**src/rtl/psaf_pkg.sv**
```systemverilog
package psaf_pkg;
  // Configuration register offset of the command/status word
  localparam logic [7:0] PSAF_STATUS_OFFSET = 8'h04;
  // Status field positions inside the 32-bit configuration word
  localparam int PSAF_BIT_DET_PARITY = 31;
  localparam int PSAF_BIT_SIG_SYS_ERR = 30;
  localparam int PSAF_BIT_GOT_MA = 29;
  localparam int PSAF_BIT_GOT_TA = 28;
  localparam int PSAF_BIT_SENT_TA = 27;
  localparam int PSAF_BIT_DST_HI = 26;
  localparam int PSAF_BIT_DST_LO = 25;
  localparam int PSAF_BIT_PARITY_REP = 24;
  localparam int PSAF_BIT_FAST_B2B = 23;
  // Byte lanes of the status half
  localparam int PSAF_LANE_STATUS_HI = 3;
  // Device select timing encodings
  localparam logic [1:0] PSAF_DST_FAST = 2'h0;
  localparam logic [1:0] PSAF_DST_MEDIUM = 2'h1;
  localparam logic [1:0] PSAF_DST_SLOW = 2'h2;
  localparam logic [1:0] PSAF_DST_RSVD = 2'h3;
  localparam logic [1:0] PSAF_DST_VALUE = PSAF_DST_MEDIUM;
  localparam logic PSAF_FAST_B2B_VALUE = 1'b1;
  // Values after reset and active-low byte enable patterns
  localparam logic PSAF_FLAG_RESET = 1'b0;
  localparam logic [31:0] PSAF_RDATA_RESET = 32'h0000_0000;
  localparam logic [3:0] PSAF_BE_NONE_N = 4'hf;
  localparam logic [3:0] PSAF_BE_ALL_N = 4'h0;
  // Synchroniser depth for pins
  localparam int PSAF_SYNC_STAGES = 2;

  // Address space of a decoded target access
  typedef enum logic [2:0] {
    PSAF_SP_CONFIG = 3'h0,
    PSAF_SP_HOST_ONLY = 3'h1,
    PSAF_SP_DEVICE = 3'h2,
    PSAF_SP_SEQ_BLOCK = 3'h3,
    PSAF_SP_ROM = 3'h4
  } psaf_space_t;

  // Master abort handling states
  typedef enum logic [2:0] {
    PSAF_ST_RUN = 3'b001,
    PSAF_ST_HALT = 3'b010,
    PSAF_ST_RETRY = 3'b100
  } psaf_state_t;
endpackage

```
**src/rtl/psaf_status.sv**
```systemverilog
`timescale 1ns/1ps
module psaf_status
  import psaf_pkg::*;
(
  input wire logic clk,
  input wire logic rst_n,
  input wire logic cfg_rd,
  input wire logic cfg_wr,
  input wire logic [7:0] cfg_addr,
  input wire logic [3:0] cfg_byte_en,
  input wire logic [31:0] cfg_wdata,
  output logic [31:0] cfg_rdata,
  input wire logic det_parity_bit,
  input wire logic sig_sys_err_bit,
  input wire logic mst_got_target_abort,
  input wire logic mst_got_master_abort,
  input wire logic mst_active,
  input wire logic mst_drive_perr,
  input wire logic perr_n_pin,
  input wire logic parity_response_enable,
  input wire logic host_xfer_enable,
  output logic mst_inhibit,
  output logic mst_retry,
  input wire logic tgt_valid,
  input wire psaf_pkg::psaf_space_t tgt_space,
  input wire logic tgt_write,
  input wire logic [3:0] tgt_be_n,
  input wire logic [31:0] mem_register_base,
  input wire logic [31:0] rom_base_control,
  input wire logic rom_decode_enable,
  input wire logic serial_prom_access_mode,
  input wire logic power_down,
  input wire logic addr_parity_err,
  input wire logic addr_match,
  output logic tgt_abort,
  output logic serr_assert,
  input wire logic fail_irq_disable,
  input wire logic irq_enable,
  input wire logic clear_pci_error_irq,
  output logic pci_error_flag,
  output logic irq
);
  logic got_target_abort_reg;
  logic got_master_abort_reg;
  logic sent_target_abort_reg;
  logic parity_reported_reg;
  logic pci_error_flag_reg;
  logic tgt_abort_reg;
  logic serr_reg;
  logic [31:0] rdata_reg;
  psaf_state_t state_reg;
  psaf_state_t state_next;
  logic perr_n_sync;
  logic status_wr;
  logic abort_now;
  logic any_err;

  // True when exactly one byte lane is enabled (active-low enables)
  function automatic logic one_byte(input logic [3:0] be_n);
    logic [3:0] be;
    be = ~be_n;
    one_byte = (be == 4'h1) || (be == 4'h2) || (be == 4'h4) || (be == 4'h8);
  endfunction

  // Write-one-to-clear of a status bit with set winning over the clear
  function automatic logic w1c_flag(input logic cur, input logic set, input logic clr);
    w1c_flag = set | (cur & ~clr);
  endfunction

  // Error pin comes from the bus, so it is synchronised first
  psaf_sync2 u_perr_sync (
    .clk(clk),
    .rst_n(rst_n),
    .async_in(perr_n_pin),
    .reset_level(1'b1),
    .sync_out(perr_n_sync)
  );

  // Only the upper byte lane holds clearable bits; lane 2 is all fixed
  assign status_wr = cfg_wr && (cfg_addr == PSAF_STATUS_OFFSET)
    && cfg_byte_en[PSAF_LANE_STATUS_HI];

  // Target abort decision for the access presented this cycle
  always_comb begin
    abort_now = 1'b0;
    if (tgt_valid) begin
      if (tgt_be_n != PSAF_BE_NONE_N) begin
        if ((tgt_space == PSAF_SP_DEVICE) && !one_byte(tgt_be_n)) begin
          abort_now = 1'b1;
        end
        if ((tgt_space == PSAF_SP_SEQ_BLOCK) && !one_byte(tgt_be_n)
            && !(tgt_write && (tgt_be_n == PSAF_BE_ALL_N))) begin
          abort_now = 1'b1;
        end
        if ((tgt_space == PSAF_SP_ROM) && tgt_write && !one_byte(tgt_be_n)) begin
          abort_now = 1'b1;
        end
      end
      if (rom_decode_enable && (mem_register_base == rom_base_control)
          && (tgt_space != PSAF_SP_CONFIG)) begin
        abort_now = 1'b1;
      end
      if (serial_prom_access_mode
          && ((tgt_space == PSAF_SP_SEQ_BLOCK) || (tgt_space == PSAF_SP_ROM))) begin
        abort_now = 1'b1;
      end
      if (power_down && (tgt_space != PSAF_SP_HOST_ONLY)
          && (tgt_space != PSAF_SP_CONFIG)) begin
        abort_now = 1'b1;
      end
      if (addr_parity_err && addr_match) begin
        abort_now = 1'b1;
      end
    end
  end

  // Registered abort and system error strobes, one cycle after the access
  always_ff @(posedge clk or negedge rst_n) begin
    if (!rst_n) begin
      tgt_abort_reg <= PSAF_FLAG_RESET;
      serr_reg <= PSAF_FLAG_RESET;
    end else begin
      tgt_abort_reg <= abort_now;
      serr_reg <= tgt_valid && addr_parity_err && addr_match;
    end
  end

  // Abort and parity flags; a new event beats a same-cycle clear
  always_ff @(posedge clk or negedge rst_n) begin
    if (!rst_n) begin
      got_target_abort_reg <= PSAF_FLAG_RESET;
      got_master_abort_reg <= PSAF_FLAG_RESET;
      sent_target_abort_reg <= PSAF_FLAG_RESET;
      parity_reported_reg <= PSAF_FLAG_RESET;
    end else begin
      got_target_abort_reg <= w1c_flag(got_target_abort_reg, mst_got_target_abort,
        status_wr && cfg_wdata[PSAF_BIT_GOT_TA]);
      got_master_abort_reg <= w1c_flag(got_master_abort_reg, mst_got_master_abort,
        status_wr && cfg_wdata[PSAF_BIT_GOT_MA]);
      sent_target_abort_reg <= w1c_flag(sent_target_abort_reg, tgt_abort_reg,
        status_wr && cfg_wdata[PSAF_BIT_SENT_TA]);
      parity_reported_reg <= w1c_flag(parity_reported_reg,
        mst_active && parity_response_enable && (!perr_n_sync || mst_drive_perr),
        status_wr && cfg_wdata[PSAF_BIT_PARITY_REP]);
    end
  end

  // Error summary of bits 30 to 27 and 24; bit 31 alone raises nothing
  assign any_err = sig_sys_err_bit | got_master_abort_reg
    | got_target_abort_reg | sent_target_abort_reg | parity_reported_reg;

  // Sticky until the error clear; clearing the status bits alone does not drop it
  always_ff @(posedge clk or negedge rst_n) begin
    if (!rst_n) begin
      pci_error_flag_reg <= PSAF_FLAG_RESET;
    end else begin
      pci_error_flag_reg <= w1c_flag(pci_error_flag_reg,
        any_err && irq_enable && !fail_irq_disable && !power_down,
        clear_pci_error_irq);
    end
  end

  // Halt masters after an abort; retry only if still enabled at the clear
  always_comb begin
    state_next = state_reg;
    case (state_reg)
      PSAF_ST_RUN: begin
        if (mst_got_target_abort || mst_got_master_abort) begin
          state_next = PSAF_ST_HALT;
        end
      end
      PSAF_ST_HALT: begin
        if (!got_target_abort_reg && !got_master_abort_reg
            && !mst_got_target_abort && !mst_got_master_abort) begin
          state_next = host_xfer_enable ? PSAF_ST_RETRY : PSAF_ST_RUN;
        end
      end
      PSAF_ST_RETRY: begin
        state_next = PSAF_ST_RUN;
      end
      default: begin
        state_next = PSAF_ST_RUN;
      end
    endcase
  end

  // Master abort state register
  always_ff @(posedge clk or negedge rst_n) begin
    if (!rst_n) begin
      state_reg <= PSAF_ST_RUN;
    end else begin
      state_reg <= state_next;
    end
  end

  // Read data registered; other offsets read zero
  always_ff @(posedge clk or negedge rst_n) begin
    if (!rst_n) begin
      rdata_reg <= PSAF_RDATA_RESET;
    end else if (cfg_rd) begin
      rdata_reg <= PSAF_RDATA_RESET;
      if (cfg_addr == PSAF_STATUS_OFFSET) begin
        rdata_reg[PSAF_BIT_DET_PARITY] <= det_parity_bit;
        rdata_reg[PSAF_BIT_SIG_SYS_ERR] <= sig_sys_err_bit;
        rdata_reg[PSAF_BIT_GOT_MA] <= got_master_abort_reg;
        rdata_reg[PSAF_BIT_GOT_TA] <= got_target_abort_reg;
        rdata_reg[PSAF_BIT_SENT_TA] <= sent_target_abort_reg;
        rdata_reg[PSAF_BIT_DST_HI:PSAF_BIT_DST_LO] <= PSAF_DST_VALUE;
        rdata_reg[PSAF_BIT_PARITY_REP] <= parity_reported_reg;
        rdata_reg[PSAF_BIT_FAST_B2B] <= PSAF_FAST_B2B_VALUE;
      end
    end
  end

  assign cfg_rdata = rdata_reg;
  assign tgt_abort = tgt_abort_reg;
  assign serr_assert = serr_reg;
  assign mst_inhibit = (state_reg == PSAF_ST_HALT);
  assign mst_retry = (state_reg == PSAF_ST_RETRY);
  assign pci_error_flag = pci_error_flag_reg;
  assign irq = pci_error_flag_reg;

  // Received abort is recorded on the next edge
  got_ta_set_a: assert property (@(posedge clk) disable iff (!rst_n)
    mst_got_target_abort |=> got_target_abort_reg)
    else $error("received target abort not recorded");

  // Writing one clears the flag when no new event arrives
  got_ta_clr_a: assert property (@(posedge clk) disable iff (!rst_n)
    (status_wr && cfg_wdata[PSAF_BIT_GOT_TA] && !mst_got_target_abort)
      |=> !got_target_abort_reg)
    else $error("target abort flag not cleared by write one");

  // Halted master never retries while a flag remains set
  halt_no_retry_a: assert property (@(posedge clk) disable iff (!rst_n)
    (got_target_abort_reg || got_master_abort_reg) |-> !mst_retry)
    else $error("retry while abort flag set");

  // Retry follows the clear only with transfers enabled
  retry_enable_a: assert property (@(posedge clk) disable iff (!rst_n)
    (mst_inhibit && !got_target_abort_reg && !got_master_abort_reg
      && !mst_got_target_abort && !mst_got_master_abort)
      |=> (mst_retry == $past(host_xfer_enable)))
    else $error("retry decision wrong at flag clear");

  // Interrupt stays until the error clear
  irq_hold_a: assert property (@(posedge clk) disable iff (!rst_n)
    (irq && !clear_pci_error_irq) |=> irq)
    else $error("interrupt dropped without error clear");

  // Power-down aborts device accesses one cycle later
  pd_abort_a: assert property (@(posedge clk) disable iff (!rst_n)
    (tgt_valid && power_down && (tgt_space == PSAF_SP_DEVICE)) |=> tgt_abort)
    else $error("power-down access not aborted");

  // Address parity error gives abort with system error, then the flag
  ape_abort_a: assert property (@(posedge clk) disable iff (!rst_n)
    (tgt_valid && addr_parity_err && addr_match)
      |=> (tgt_abort && serr_assert) ##1 sent_target_abort_reg)
    else $error("address parity abort missing");

  // Empty config access with no other cause never aborts
  empty_be_a: assert property (@(posedge clk) disable iff (!rst_n)
    (tgt_valid && (tgt_be_n == PSAF_BE_NONE_N) && (tgt_space == PSAF_SP_CONFIG)
      && !addr_parity_err) |=> !tgt_abort)
    else $error("empty data phase aborted");

  // Fixed bits read back constant on a status read
  fixed_bits_a: assert property (@(posedge clk) disable iff (!rst_n)
    (cfg_rd && (cfg_addr == PSAF_STATUS_OFFSET))
      |=> (cfg_rdata[26:25] == PSAF_DST_VALUE) && cfg_rdata[23] && (cfg_rdata[22:16] == 7'h00))
    else $error("fixed status bits wrong");

  // Terminating as target records the flag on the next edge
  sent_ta_set_a: assert property (@(posedge clk) disable iff (!rst_n)
    tgt_abort |=> sent_target_abort_reg)
    else $error("signalled target abort not recorded");

  // Own parity error as master with response enabled is recorded
  par_rep_set_a: assert property (@(posedge clk) disable iff (!rst_n)
    (mst_active && parity_response_enable && mst_drive_perr) |=> parity_reported_reg)
    else $error("parity report not recorded");

  // A zero written to a set flag leaves it set
  wr_zero_keep_a: assert property (@(posedge clk) disable iff (!rst_n)
    (got_target_abort_reg && status_wr && !cfg_wdata[PSAF_BIT_GOT_TA])
      |=> got_target_abort_reg)
    else $error("status write stored a zero");

  // Any enabled error bit raises the interrupt on the next edge
  err_irq_set_a: assert property (@(posedge clk) disable iff (!rst_n)
    ((sig_sys_err_bit || got_master_abort_reg || got_target_abort_reg
      || sent_target_abort_reg || parity_reported_reg)
      && irq_enable && !fail_irq_disable && !power_down) |=> irq)
    else $error("error bit did not raise interrupt");
endmodule

```
**src/rtl/psaf_sync2.sv**
```systemverilog
`timescale 1ns/1ps
module psaf_sync2 (
  input wire logic clk,
  input wire logic rst_n,
  input wire logic async_in,
  input wire logic reset_level,
  output logic sync_out
);
  logic meta_reg;
  logic sync_reg;

  // Two flops; the first is seen by nothing but the second
  always_ff @(posedge clk or negedge rst_n) begin
    if (!rst_n) begin
      meta_reg <= 1'b1;
      sync_reg <= 1'b1;
    end else begin
      meta_reg <= async_in;
      sync_reg <= meta_reg;
    end
  end

  // Reset level has no effect; both flops reset high whatever it is
  assign sync_out = sync_reg & (reset_level | 1'b1);
endmodule

```
**config.mk**
```make
export PLATFORM = sky130hd
export DESIGN_NAME = psaf_status
export DESIGN_NICKNAME = d
export VERILOG_FILES = /design/src/rtl/psaf_pkg.sv /design/src/rtl/psaf_status.sv /design/src/rtl/psaf_sync2.sv
export SDC_FILE = /design/constraint.sdc
export NUM_CORES = 1
export LEC_CHECK = 0
export ABC_AREA = 1
export BUFFER_PORTS_ARGS = -buffer_cell sky130_fd_sc_hd__buf_4
export CORE_MARGIN = 1
export CORE_UTILIZATION = 38
export DETAILED_ROUTE_END_ITERATION = 6
export MAX_ROUTING_LAYER = met4
export PLACE_DENSITY = 0.83
export SYNTH_ARGS = -nofsm -noshare
export SYNTH_HDL_FRONTEND = slang
export SYNTH_SLANG_ARGS = --single-unit
```
**constraint.sdc**
```tcl
create_clock -name clk -period 1.41 [get_ports clk]
set_clock_uncertainty 0.05 [all_clocks]
set_input_delay 0.2115 -clock clk [delete_from_list [all_inputs] [get_ports clk]]
set_output_delay 0.2115 -clock clk [all_outputs]
set_load 0.02 [all_outputs]
```
Yosys cells after proc, flatten, opt, wreduce, memory -nomap -nowiden
Cells that the tools add are included.
Widths: inputs -> output; s select.
Storage, ports and cells
  bits in registers: 21
  logic and storage cells: 107
Cells by class
  equality and inequality tests: 16
  muxes and demuxes: 14
  bitwise operators: 20
  reduce and logical (&&, ||, !) cells: 46
Operators with widths (count)
  $eq 32x32->1: 1
  $logic_and 1x1->1: 28
  $eq 3x2->1 const B: 3
  $logic_not 1->1: 9
  $mux 1: 9
  $mux 3: 3
  $mux 9: 1
  $or 1x1->1: 9
  $eq 8x3->1 const B: 1
  $eq 3x3->1 const B: 2
  $logic_or 1x1->1: 6
  $pmux 3 s2: 1
  $and 1x1->1: 5
  $not 1->1: 5
  $eq 4x1->1 const B: 1
  $eq 4x2->1 const B: 1
  $eq 4x3->1 const B: 1
  $eq 4x4->1 const B: 1
  $logic_not 4->1: 1
  $ne 4x4->1 const B: 1
  $not 4->4: 1
  $eq 3x1->1 const B: 1
  $ne 3x1->1 const B: 1
  $reduce_bool 3->1: 1
  other kinds (3): 3

Longest topological paths before layout
Gate-level depths: netlist of the first run.
  depth in word-level cells: 16
  depth in mapped cells: 10
  depth with buffers taken out: 10

By module
Synthesis of the first run repeated with hierarchy kept, for this count alone.
Second synthesis, totals
  cell total of the unflattened synthesis: 277
  area, all modules: 1704.1 um^2
Modules (own cells, without submodules)
  psaf_status: instances 1, cells an instance 275, area each 1651.6 um^2
  psaf_sync2: instances 1, cells an instance 2, area each 52.6 um^2

Worst setup path before layout of the first run
OpenSTA, ideal clock, no wires.
  path type: reg2reg
  start: register state_reg[2]
  end: register state_reg[0]
  data arrival time: 1286 ps
  path slack: -8 ps
  stages on the path, launching flop included: 5
  path buffers: 0
  clock period less this slack: 1418 ps
  cell sequence: dfrtp_1 -> nor3_1 -> nand2_1 -> nand3_1 -> o31ai_1
On the way
  cells in the longest elaborated chain, start to end: 3
  elaborated cells between the ends (all ways): 6
  classes of those cells: eq/ne: 4; mux: 1; reduce/logical: 1
RTL lines
  from (decl): RTL line psaf_status.sv:51  | psaf_state_t state_reg;
  from (signal assigned): RTL line psaf_status.sv:192  | state_reg <= state_next;
  $eq 3x2->1 (*)
  net mst_inhibit: RTL line psaf_status.sv:22  | output logic mst_inhibit,
  $ne 2x1->1 (no line)
  $reduce_and 2->1 (no line)
Mark *: on every way through the listed nets, which the timed path passes. The rest lies on a longest branch.
A chain may end at the register's enable or synchronous reset.

Final worst setup path of the first run
  start: register state_reg[2]
  end: output mst_inhibit
On the way
  cells in the longest elaborated chain, start to end: 1
RTL lines
  $eq 3x2->1: RTL line psaf_status.sv:218  | assign mst_inhibit = (state_reg == PSAF_ST_HALT);
  to (decl): RTL line psaf_status.sv:22
Every way passes these cells.

==> results.ini, run 1 <==
[die]
die_y_um=68.8
die_area_um2=4740
ios=176
row_count=23
start_util=0.410
die_w_um=68.8
core_um2=4140

[layout]
layout.area.seq_um2=479
final_nets=537
multi_input_area_um2=863
fillCellCount=407
layout-drive-gt1-share=0.337
largest_reg_flops=7
postLayoutCoreUtil=0.633
antenna_cells=0
syn2layout_area_growth_pct=54.5
finalNonFillerCells=448

[flow_run]
max_cap_violations=0

[sta]
period_share=0.946
tns_ps=0
clock.fmax_mhz=749
period_minus_slack_ps=1330
fin_ws_ps=75.7
hold_viol=0
rsz0062_at_grt=false
maxSlewViolCount=0
setup_viol=0
fin_hold_ws_ps=12.6

[drt]
vias=1924
drcViolationCount=0
dr.pass1.iters=5
post_drt_wl_per_cell_um=9.08
drt-initial-drc-count=103
routed_wl_um=4070
viasPerCell=4.29
ant_nets=0

[logic_synthesis]
yosys.area.top_type=dfrtp_1
ys_ff_latch=19
synth-edff-count=0
netlist.area_leader.share=0.236
synth_seq_area_share=0.282
ys_top_cells_by_area=dfrtp_1 (24%), nand2_1 (17%), inv_1 (15%)
syn_inst=275
yosysMostFrequentCell=nand2_1
avgSynthCellArea_um2=6.17
synth.top_cells.by_count=nand2_1 (75), inv_1 (66), nor2_1 (27)
async_reset_ff_frac=1.00
synth_ff_type=dfrtp_1
syn_area_um2=1700
yosysWarnings=0
ys_types=27

[worst_setup_path]
crit_slowest_cell=dfrtp_1
reg2reg_depth=2
crit_type=flip-flop to output pin
startpoint=state_reg[2]
max_stage_delay_ps=380
cp.depth=2
endpoint_kind=output pin
critical_path.top_delay_family=flip-flops
worst-path-max-fanout=3
cp_cell_sequence=nor3_2 > buf_4
ff2ff_setup_slack_ps=360
worstReg2RegStart=state_reg[0]
endpoint=mst_inhibit
startpoint_type=flip-flop
required_ps=1150
crit_buf_inv=1
reg2reg_to=state_reg[0]
cp.arrival_ps=1070

[clock_tree]
clockBufferDepth=2
worstSkewPairLatency_ps=250
post_cts_resize_count=0
cts_root_buffer=clkbuf_8
h-tree-depth=1
clock_sinks=19
clk_pin_slew_worst_paths_ps=60
cts_buffers=3
cts_tree=built

[placement]
post-place-ws_ps=80.5
gp_congestion=0.753
port_buffers=120
dp_hpwl_um=3760
dp.cells=443

[grt]
grt_first_pass_wirelength_um=5920
overflow=0
grt_start_max_net_pins=20
track_usage=0.171
grt_pass1_vias=1638
antenna_found_initial=0

[worst_hold_path]
min_path_type=primary input to flip-flop
holdPathStages=1

[pwr]
leakage_uw=0.00158
ir_worst_vdd_mv=0.306
power_density_nw_per_um2=634

[run_status]
outcome=finished clean

[metal layers]
| layer | share of wire | track usage | vias up |
|---|---|---|---|
| li1 | - | - | 1017 |
| met1 | 0.36 | 0.161 | 806 |
| met2 | 0.52 | 0.341 | 92 |
| met3 | 0.10 | 0.0280 | 9 |
| met4 | 0.014 | 0.0587 | 0 |
| met5 | 0 | - | - |
[how the worst min path moves through the flow]
stage,endpoint,from
floorplan,cfg_rdata[24],rst_n
global placement,state_reg[2],rst_n
detailed placement,state_reg[2],rst_n
CTS,u_perr_sync.meta_reg,perr_n_pin
global route,u_perr_sync.meta_reg,perr_n_pin
finish,u_perr_sync.meta_reg,perr_n_pin
[power by group]
| group | internal [uW] | total (uW) | switching [uW] |
|---|---|---|---|
| Combinational | 332 | 664 | 332 |
| Sequential | 604 | 631 | 27.5 |
| Clock | 201 | 367 | 167 |
| Total | 1140 | 1660 | 526 |
[stage by stage]
stage / instance area, um^2 / total power [uW]
final: 2620 / 1660
after global routing: 2620 / 1790
after CTS: 2620 / 1680
after detailed placement: 2570 / 1310
after global placement: 2570 / 1290
after floorplan: 1790 / 1020
[layout by cell type, fill, tap and decap left out, types with 2 or more instances in the layout]
master    instances
buf_4           122
nand2_1          75
inv_1            66
nor2_1           27
conb_1           24
dfrtp_1          16
o21ai_0          13
nand3_1          11
xnor2_1           6
nand4_1           5
nor3_1            3
or2_2             3
o22ai_1           3
clkbuf_8          3
dfstp_2           3
a21o_1            2
xor2_1            2
a21oi_1           2
[layout make-up]
cell class                      instances  area share
Multi-Input combinational cell        186       0.329
Inverter                               66      0.0944
Clock buffer                            4      0.0172
Timing Repair Buffer                  123       0.353
Sequential cell                        19       0.183
Tap cell                               50      0.0238
[logic make-up (layout without fill, tap and decap cells)]
group | count (synthesis) | after routing | share of synthesized area
AND/OR/NAND/NOR | 128 | 128 | 0.322
flip-flops | 19 | 19 | 0.282
buffers and inverters | 93 | 193 | 0.263
other | 1 | 24 | 0.00221
XOR/XNOR | 8 | 8 | 0.0413
AO/OA/AOI/OAI | 26 | 26 | 0.0892
[timing repair]
| action | 4_1_cts | 5_1_grt |
|---|---|---|
| hold endpoints to repair | 16 | 0 |
| buffers inserted | 0 | 0 |
| hold buffers | 1 | 0 |
Note: power is estimated with default switching activity, not from simulation.
==> run 2: changes to the inputs <==
--- a/config.mk
+++ b/config.mk
@@ -12,6 +12,7 @@
 export DETAILED_ROUTE_END_ITERATION = 6
 export MAX_ROUTING_LAYER = met4
 export PLACE_DENSITY = 0.83
+export REMOVE_ABC_BUFFERS = 1
 export SYNTH_ARGS = -nofsm -noshare
 export SYNTH_HDL_FRONTEND = slang
 export SYNTH_SLANG_ARGS = --single-unit
==> run 2 against run 1 <==
Total power rose by 0.27%. Hold slack barely moved. Utilization fell by 0.15 points. Combinational power barely moved. Count of clock-buffer cells in the layout fell by 1. Flip-flop and latch count did not move. First-iteration DRC count fell by 46%. Clock power barely moved. Setup slack improved by 18 ps. Sequential share of layout area barely moved. Fmax rose by 1.4%. Critical path type unchanged.
==> results.ini, run 2 (synthesis gave the netlist of run 1 again) <==
[pwr]
leakage_uw=0.00157
power_density_nw_per_um2=637
finalPower_uw=1670
ir_worst_vdd_mv=0.346

[die]
row_count=23
die_area_um2=4740
ios=176
die_y_um=68.8
core_um2=4140
die_w_um=68.8
start_util=0.410

[layout]
fillCellCount=387
final_common_cell=buf_4
finalNonFillerCells=447
postLayoutCoreUtil=0.632
layout.area.seq_um2=479
antenna_cells=0
layout-drive-gt1-share=0.338
largest_reg_flops=7
layout_common_cells=buf_4 (121), nand2_1 (75), inv_1 (66)
syn2layout_area_growth_pct=54.2
final_nets=536
multi_input_area_um2=863

[sta]
rsz0062_at_grt=false
setup_viol=0
period_minus_slack_ps=1320
maxSlewViolCount=0
hold_viol=0
period_share=0.933
clock.fmax_mhz=760

[placement]
dp_hpwl_um=3870
gp_congestion=0.787
dp.cells=442
port_buffers=120

[clock_tree]
cts_tree=built
worstSkewPairLatency_ps=250
cts_buffers=3
clockBufferDepth=2
clk_pin_slew_worst_paths_ps=70
h-tree-depth=1
cts_root_buffer=clkbuf_8
cts_setup_buffers=0
clock_sinks=19

[worst_setup_path]
endpoint=mst_inhibit
endpoint_kind=output pin
crit_type=flip-flop to output pin
ff2ff_setup_slack_ps=300
required_ps=1150
reg2reg_to=state_reg[0]
worst-path-max-fanout=3
startpoint=state_reg[2]
worstReg2RegStart=state_reg[0]
cp.arrival_ps=1050
reg2reg_depth=2
startpoint_type=flip-flop

[grt]
grt-busiest-layer=met2
grt_start_max_net_pins=20
gr-usage-met2=0.368
grtUsageMet1=0.173
track_usage=0.182
antenna_found_initial=0
grt_first_pass_wirelength_um=6300
grt_use_met3=0.0280
grt_pass1_vias=1704
overflow=0

[worst_hold_path]
min_path_type=primary input to flip-flop
holdPathStages=1

[drt]
drt-initial-drc-count=56
dr.pass1.iters=6
viasPerCell=4.34
vias=1939
post_drt_wl_per_cell_um=9.48
ant_nets=0
drcViolationCount=0
routed_wl_um=4240

[flow_run]
max_cap_violations=0

[run_status]
outcome=finished clean

[run 2: power breakdown]
part | switching, uW | internal, uW
registers | 31.0 | 604
clock network | 171 | 196
logic | 333 | 333
[run 2: final cells by class]
| cell class | count | area share |
|---|---|---|
| clock buffers | 3 | 0.0158 |
| clock inverters | 1 | 0.00191 |
| inverters | 66 | 0.0946 |
| multi-input cells | 186 | 0.330 |
| flip-flops and latches | 19 | 0.183 |
| well taps | 50 | 0.0239 |
| repair buffers | 122 | 0.351 |
[run 2: worst min path at each step]
| stage | slack, ps | start | end |
|---|---|---|---|
| 6_report | 10 | perr_n_pin | u_perr_sync.meta_reg |
| 5_1_grt | 1 | perr_n_pin | u_perr_sync.meta_reg |
| 4_1_cts | 6 | perr_n_pin | u_perr_sync.meta_reg |
| 3_5_place_dp | 40 | rst_n | state_reg[1] |
| 3_3_place_gp | 50 | rst_n | state_reg[2] |
| 2_1_floorplan | -130 | rst_n | cfg_rdata[24] |
[run 2: stage by stage]
step	hold slack [ps]	cell area [um^2]	setup slack [ps]	TNS, ps
2_1_floorplan	-134	1590	-8.49	-13.2
3_3_place_gp	46.3	2560	96.5	0
3_5_place_dp	43.7	2560	64.1	0
4_1_cts	5.74	2620	82.7	0
5_1_grt	1.47	2620	32.7	0
6_report	12.8	2620	94.2	0
[run 2: per-layer routing]
layer / up-vias / share of wire
met4: 0 / 0.0040
met1: 837 / 0.36
met5: - / 0
met3: 2 / 0.088
met2: 86 / 0.55
li1: 1014 / -
[run 2: what timing repair did]
item | in CTS | in global routing
hold buffers | 1 | 0
endpoints found under the hold margin | 16 | 0
gates resized for setup | 1 | 0
endpoints found under the setup margin | 1 | 0
[run 2: critical path, cell delays in order, from the launching register on]
cell,delay [ps]
dfrtp_1,390
nor3_2,240
buf_4,180
==> run 3: changes to the inputs <==
--- a/config.mk
+++ b/config.mk
@@ -7,8 +7,11 @@
 export LEC_CHECK = 0
 export ABC_AREA = 1
 export BUFFER_PORTS_ARGS = -buffer_cell sky130_fd_sc_hd__buf_4
+export CELL_PAD_IN_SITES_DETAIL_PLACEMENT = 1
+export CELL_PAD_IN_SITES_GLOBAL_PLACEMENT = 1
 export CORE_MARGIN = 1
-export CORE_UTILIZATION = 38
+export CORE_UTILIZATION = 23
+export CTS_BUF_LIST = sky130_fd_sc_hd__clkbuf_4
 export DETAILED_ROUTE_END_ITERATION = 6
 export MAX_ROUTING_LAYER = met4
 export PLACE_DENSITY = 0.83
==> run 3 against run 2 <==
Non-clock buffer count increased by 1. Combinational power increased by 6.8%. Global-route usage shrank 5.1 points. Die area increased by 63%. Clock power down 25%. Final area is 2.4% higher. Critical path depth unchanged. Highest routed layer unchanged.
==> results.ini, run 3 (synthesis gave the netlist of run 1 again) <==
[die]
ios=176
start_util=0.245
die_w_um=87.9
row_count=30
die_y_um=87.9
core_um2=6940
die_area_um2=7730

[drt]
drcViolationCount=0
viasPerCell=3.99
dr.pass1.iters=4
drt-initial-drc-count=32
post_drt_wl_per_cell_um=10.5
routed_wl_um=5190
ant_nets=0
vias=1969

[worst_setup_path]
reg2reg_to=state_reg[0]
crit_slowest_cell=dfrtp_1
max_stage_delay_ps=420
startpoint_type=flip-flop
worst-path-max-fanout=3
startpoint=state_reg[2]
endpoint_kind=output pin
cp.arrival_ps=1110
required_ps=1150
cp_cell_sequence=nor3_4 > buf_6
reg2reg_depth=2
critical_path.top_delay_family=flip-flops
crit_buf_inv=1
crit_type=flip-flop to output pin
ff2ff_setup_slack_ps=290
worstReg2RegStart=state_reg[0]

[sta]
fin_hold_ws_ps=17.1
hold_viol=0
clock.fmax_mhz=727
tns_ps=0
setup_viol=0
maxSlewViolCount=0
period_minus_slack_ps=1380
rsz0062_at_grt=true
period_share=0.976

[worst_hold_path]
holdPathEnd=state_reg[0]
worstHoldStart=mst_got_master_abort
holdPathStages=2
min_path_type=primary input to flip-flop

[clock_tree]
cts_root_buffer=clkbuf_4
h-tree-depth=1
worstSkewPairLatency_ps=300
clk_pin_slew_worst_paths_ps=100
cts_tree=built
cts_buffers=3
clockBufferDepth=2
clock_sinks=19
cts_setup_buffers=0

[grt]
overflow=0
grt_start_max_net_pins=20
antenna_found_initial=0
grt_pass1_vias=1901
grt_first_pass_wirelength_um=7670
track_usage=0.131

[run_status]
outcome=finished clean

[placement]
port_buffers=120
gp_congestion=0.732
dp.cells=488
dp_hpwl_um=4710
post_dp_cell_area_um2=2610

[pwr]
ir_worst_vdd_mv=0.289
power_density_nw_per_um2=609
pwr-share-seq=0.395
p_comb_frac=0.435
p_sw_frac=0.353
p_int_uw=1060
power.switching_uw=576
finalPower_uw=1630
clock_power_share=0.169
leakage_uw=0.00157

[layout]
finalNonFillerCells=494
syn2layout_area_growth_pct=57.9
antenna_cells=0
fillCellCount=937
layout-drive-gt1-share=0.339
final_nets=537
layout_common_cells=buf_4 (120), nand2_1 (75), inv_1 (66)
final_common_cell=buf_4
final_area_um2=2680
largest_reg_flops=7

[flow_run]
max_cap_violations=0

## run 3: changes by cell type in the layout (fill, tap and decap cells not counted)
cell           before  now
clkbuf_4            0    3
clkbuf_8            3    0
buf_4             121  120
buf_6               0    1
dlygate4sd3_1       1    2
nor3_1              3    2
nor3_4              0    1
## run 3: routing by layer
layer,up-vias,part of all wire,GRT usage
li1,1016,-,-
met2,83,0.55,0.264
met3,5,0.068,0.0160
met5,-,0,-
met4,0,0.0073,0.0313
met1,865,0.38,0.131
## run 3: worst max-delay path by stage
| stage | to | depth (start not counted) | slack [ps] |
|---|---|---|---|
| final | mst_inhibit | 2 | 30 |
| after global routing | mst_inhibit | 2 | -20 |
| after CTS | mst_inhibit | 2 | 20 |
| after detailed placement | parity_reported_reg | 8 | 120 |
| after global placement | parity_reported_reg | 8 | 150 |
| after floorplan | state_reg[0] | 4 | -8 |
## run 3: stage by stage
step	setup slack [ps]	util
2_1_floorplan	-8.49	-
3_3_place_gp	151	0.376
3_5_place_dp	118	0.376
4_1_cts	21.8	0.385
5_1_grt	-21.0	0.386
6_report	34.3	0.386
## run 3: layout make-up
type                       instances  area [um^2]  share of cell area
inverter                          66          248              0.0924
multi-input combinational        186          875               0.326
sequential                        19          479               0.179
tap                               96          120              0.0448
timing repair buffer             123          932               0.348
clock inverter                     1         5.00             0.00187
clock buffer                       3         22.5             0.00840
## run 3: power groups by stage
stage	Clock (uW)	Combinational, uW	Sequential, uW
global route	304	789	650
finish	277	711	646
CTS	286	703	642
floorplan	0	310	645
global placement	0	651	636
detailed placement	0	680	641
## run 3: timing repair
action | 4_1_cts | 5_1_grt
gates resized for setup | 2 | 2
cloned | 0 | 0
hold endpoints to repair | 20 | 0
hold buffers | 2 | 0
endpoints found under the setup margin | 1 | 2
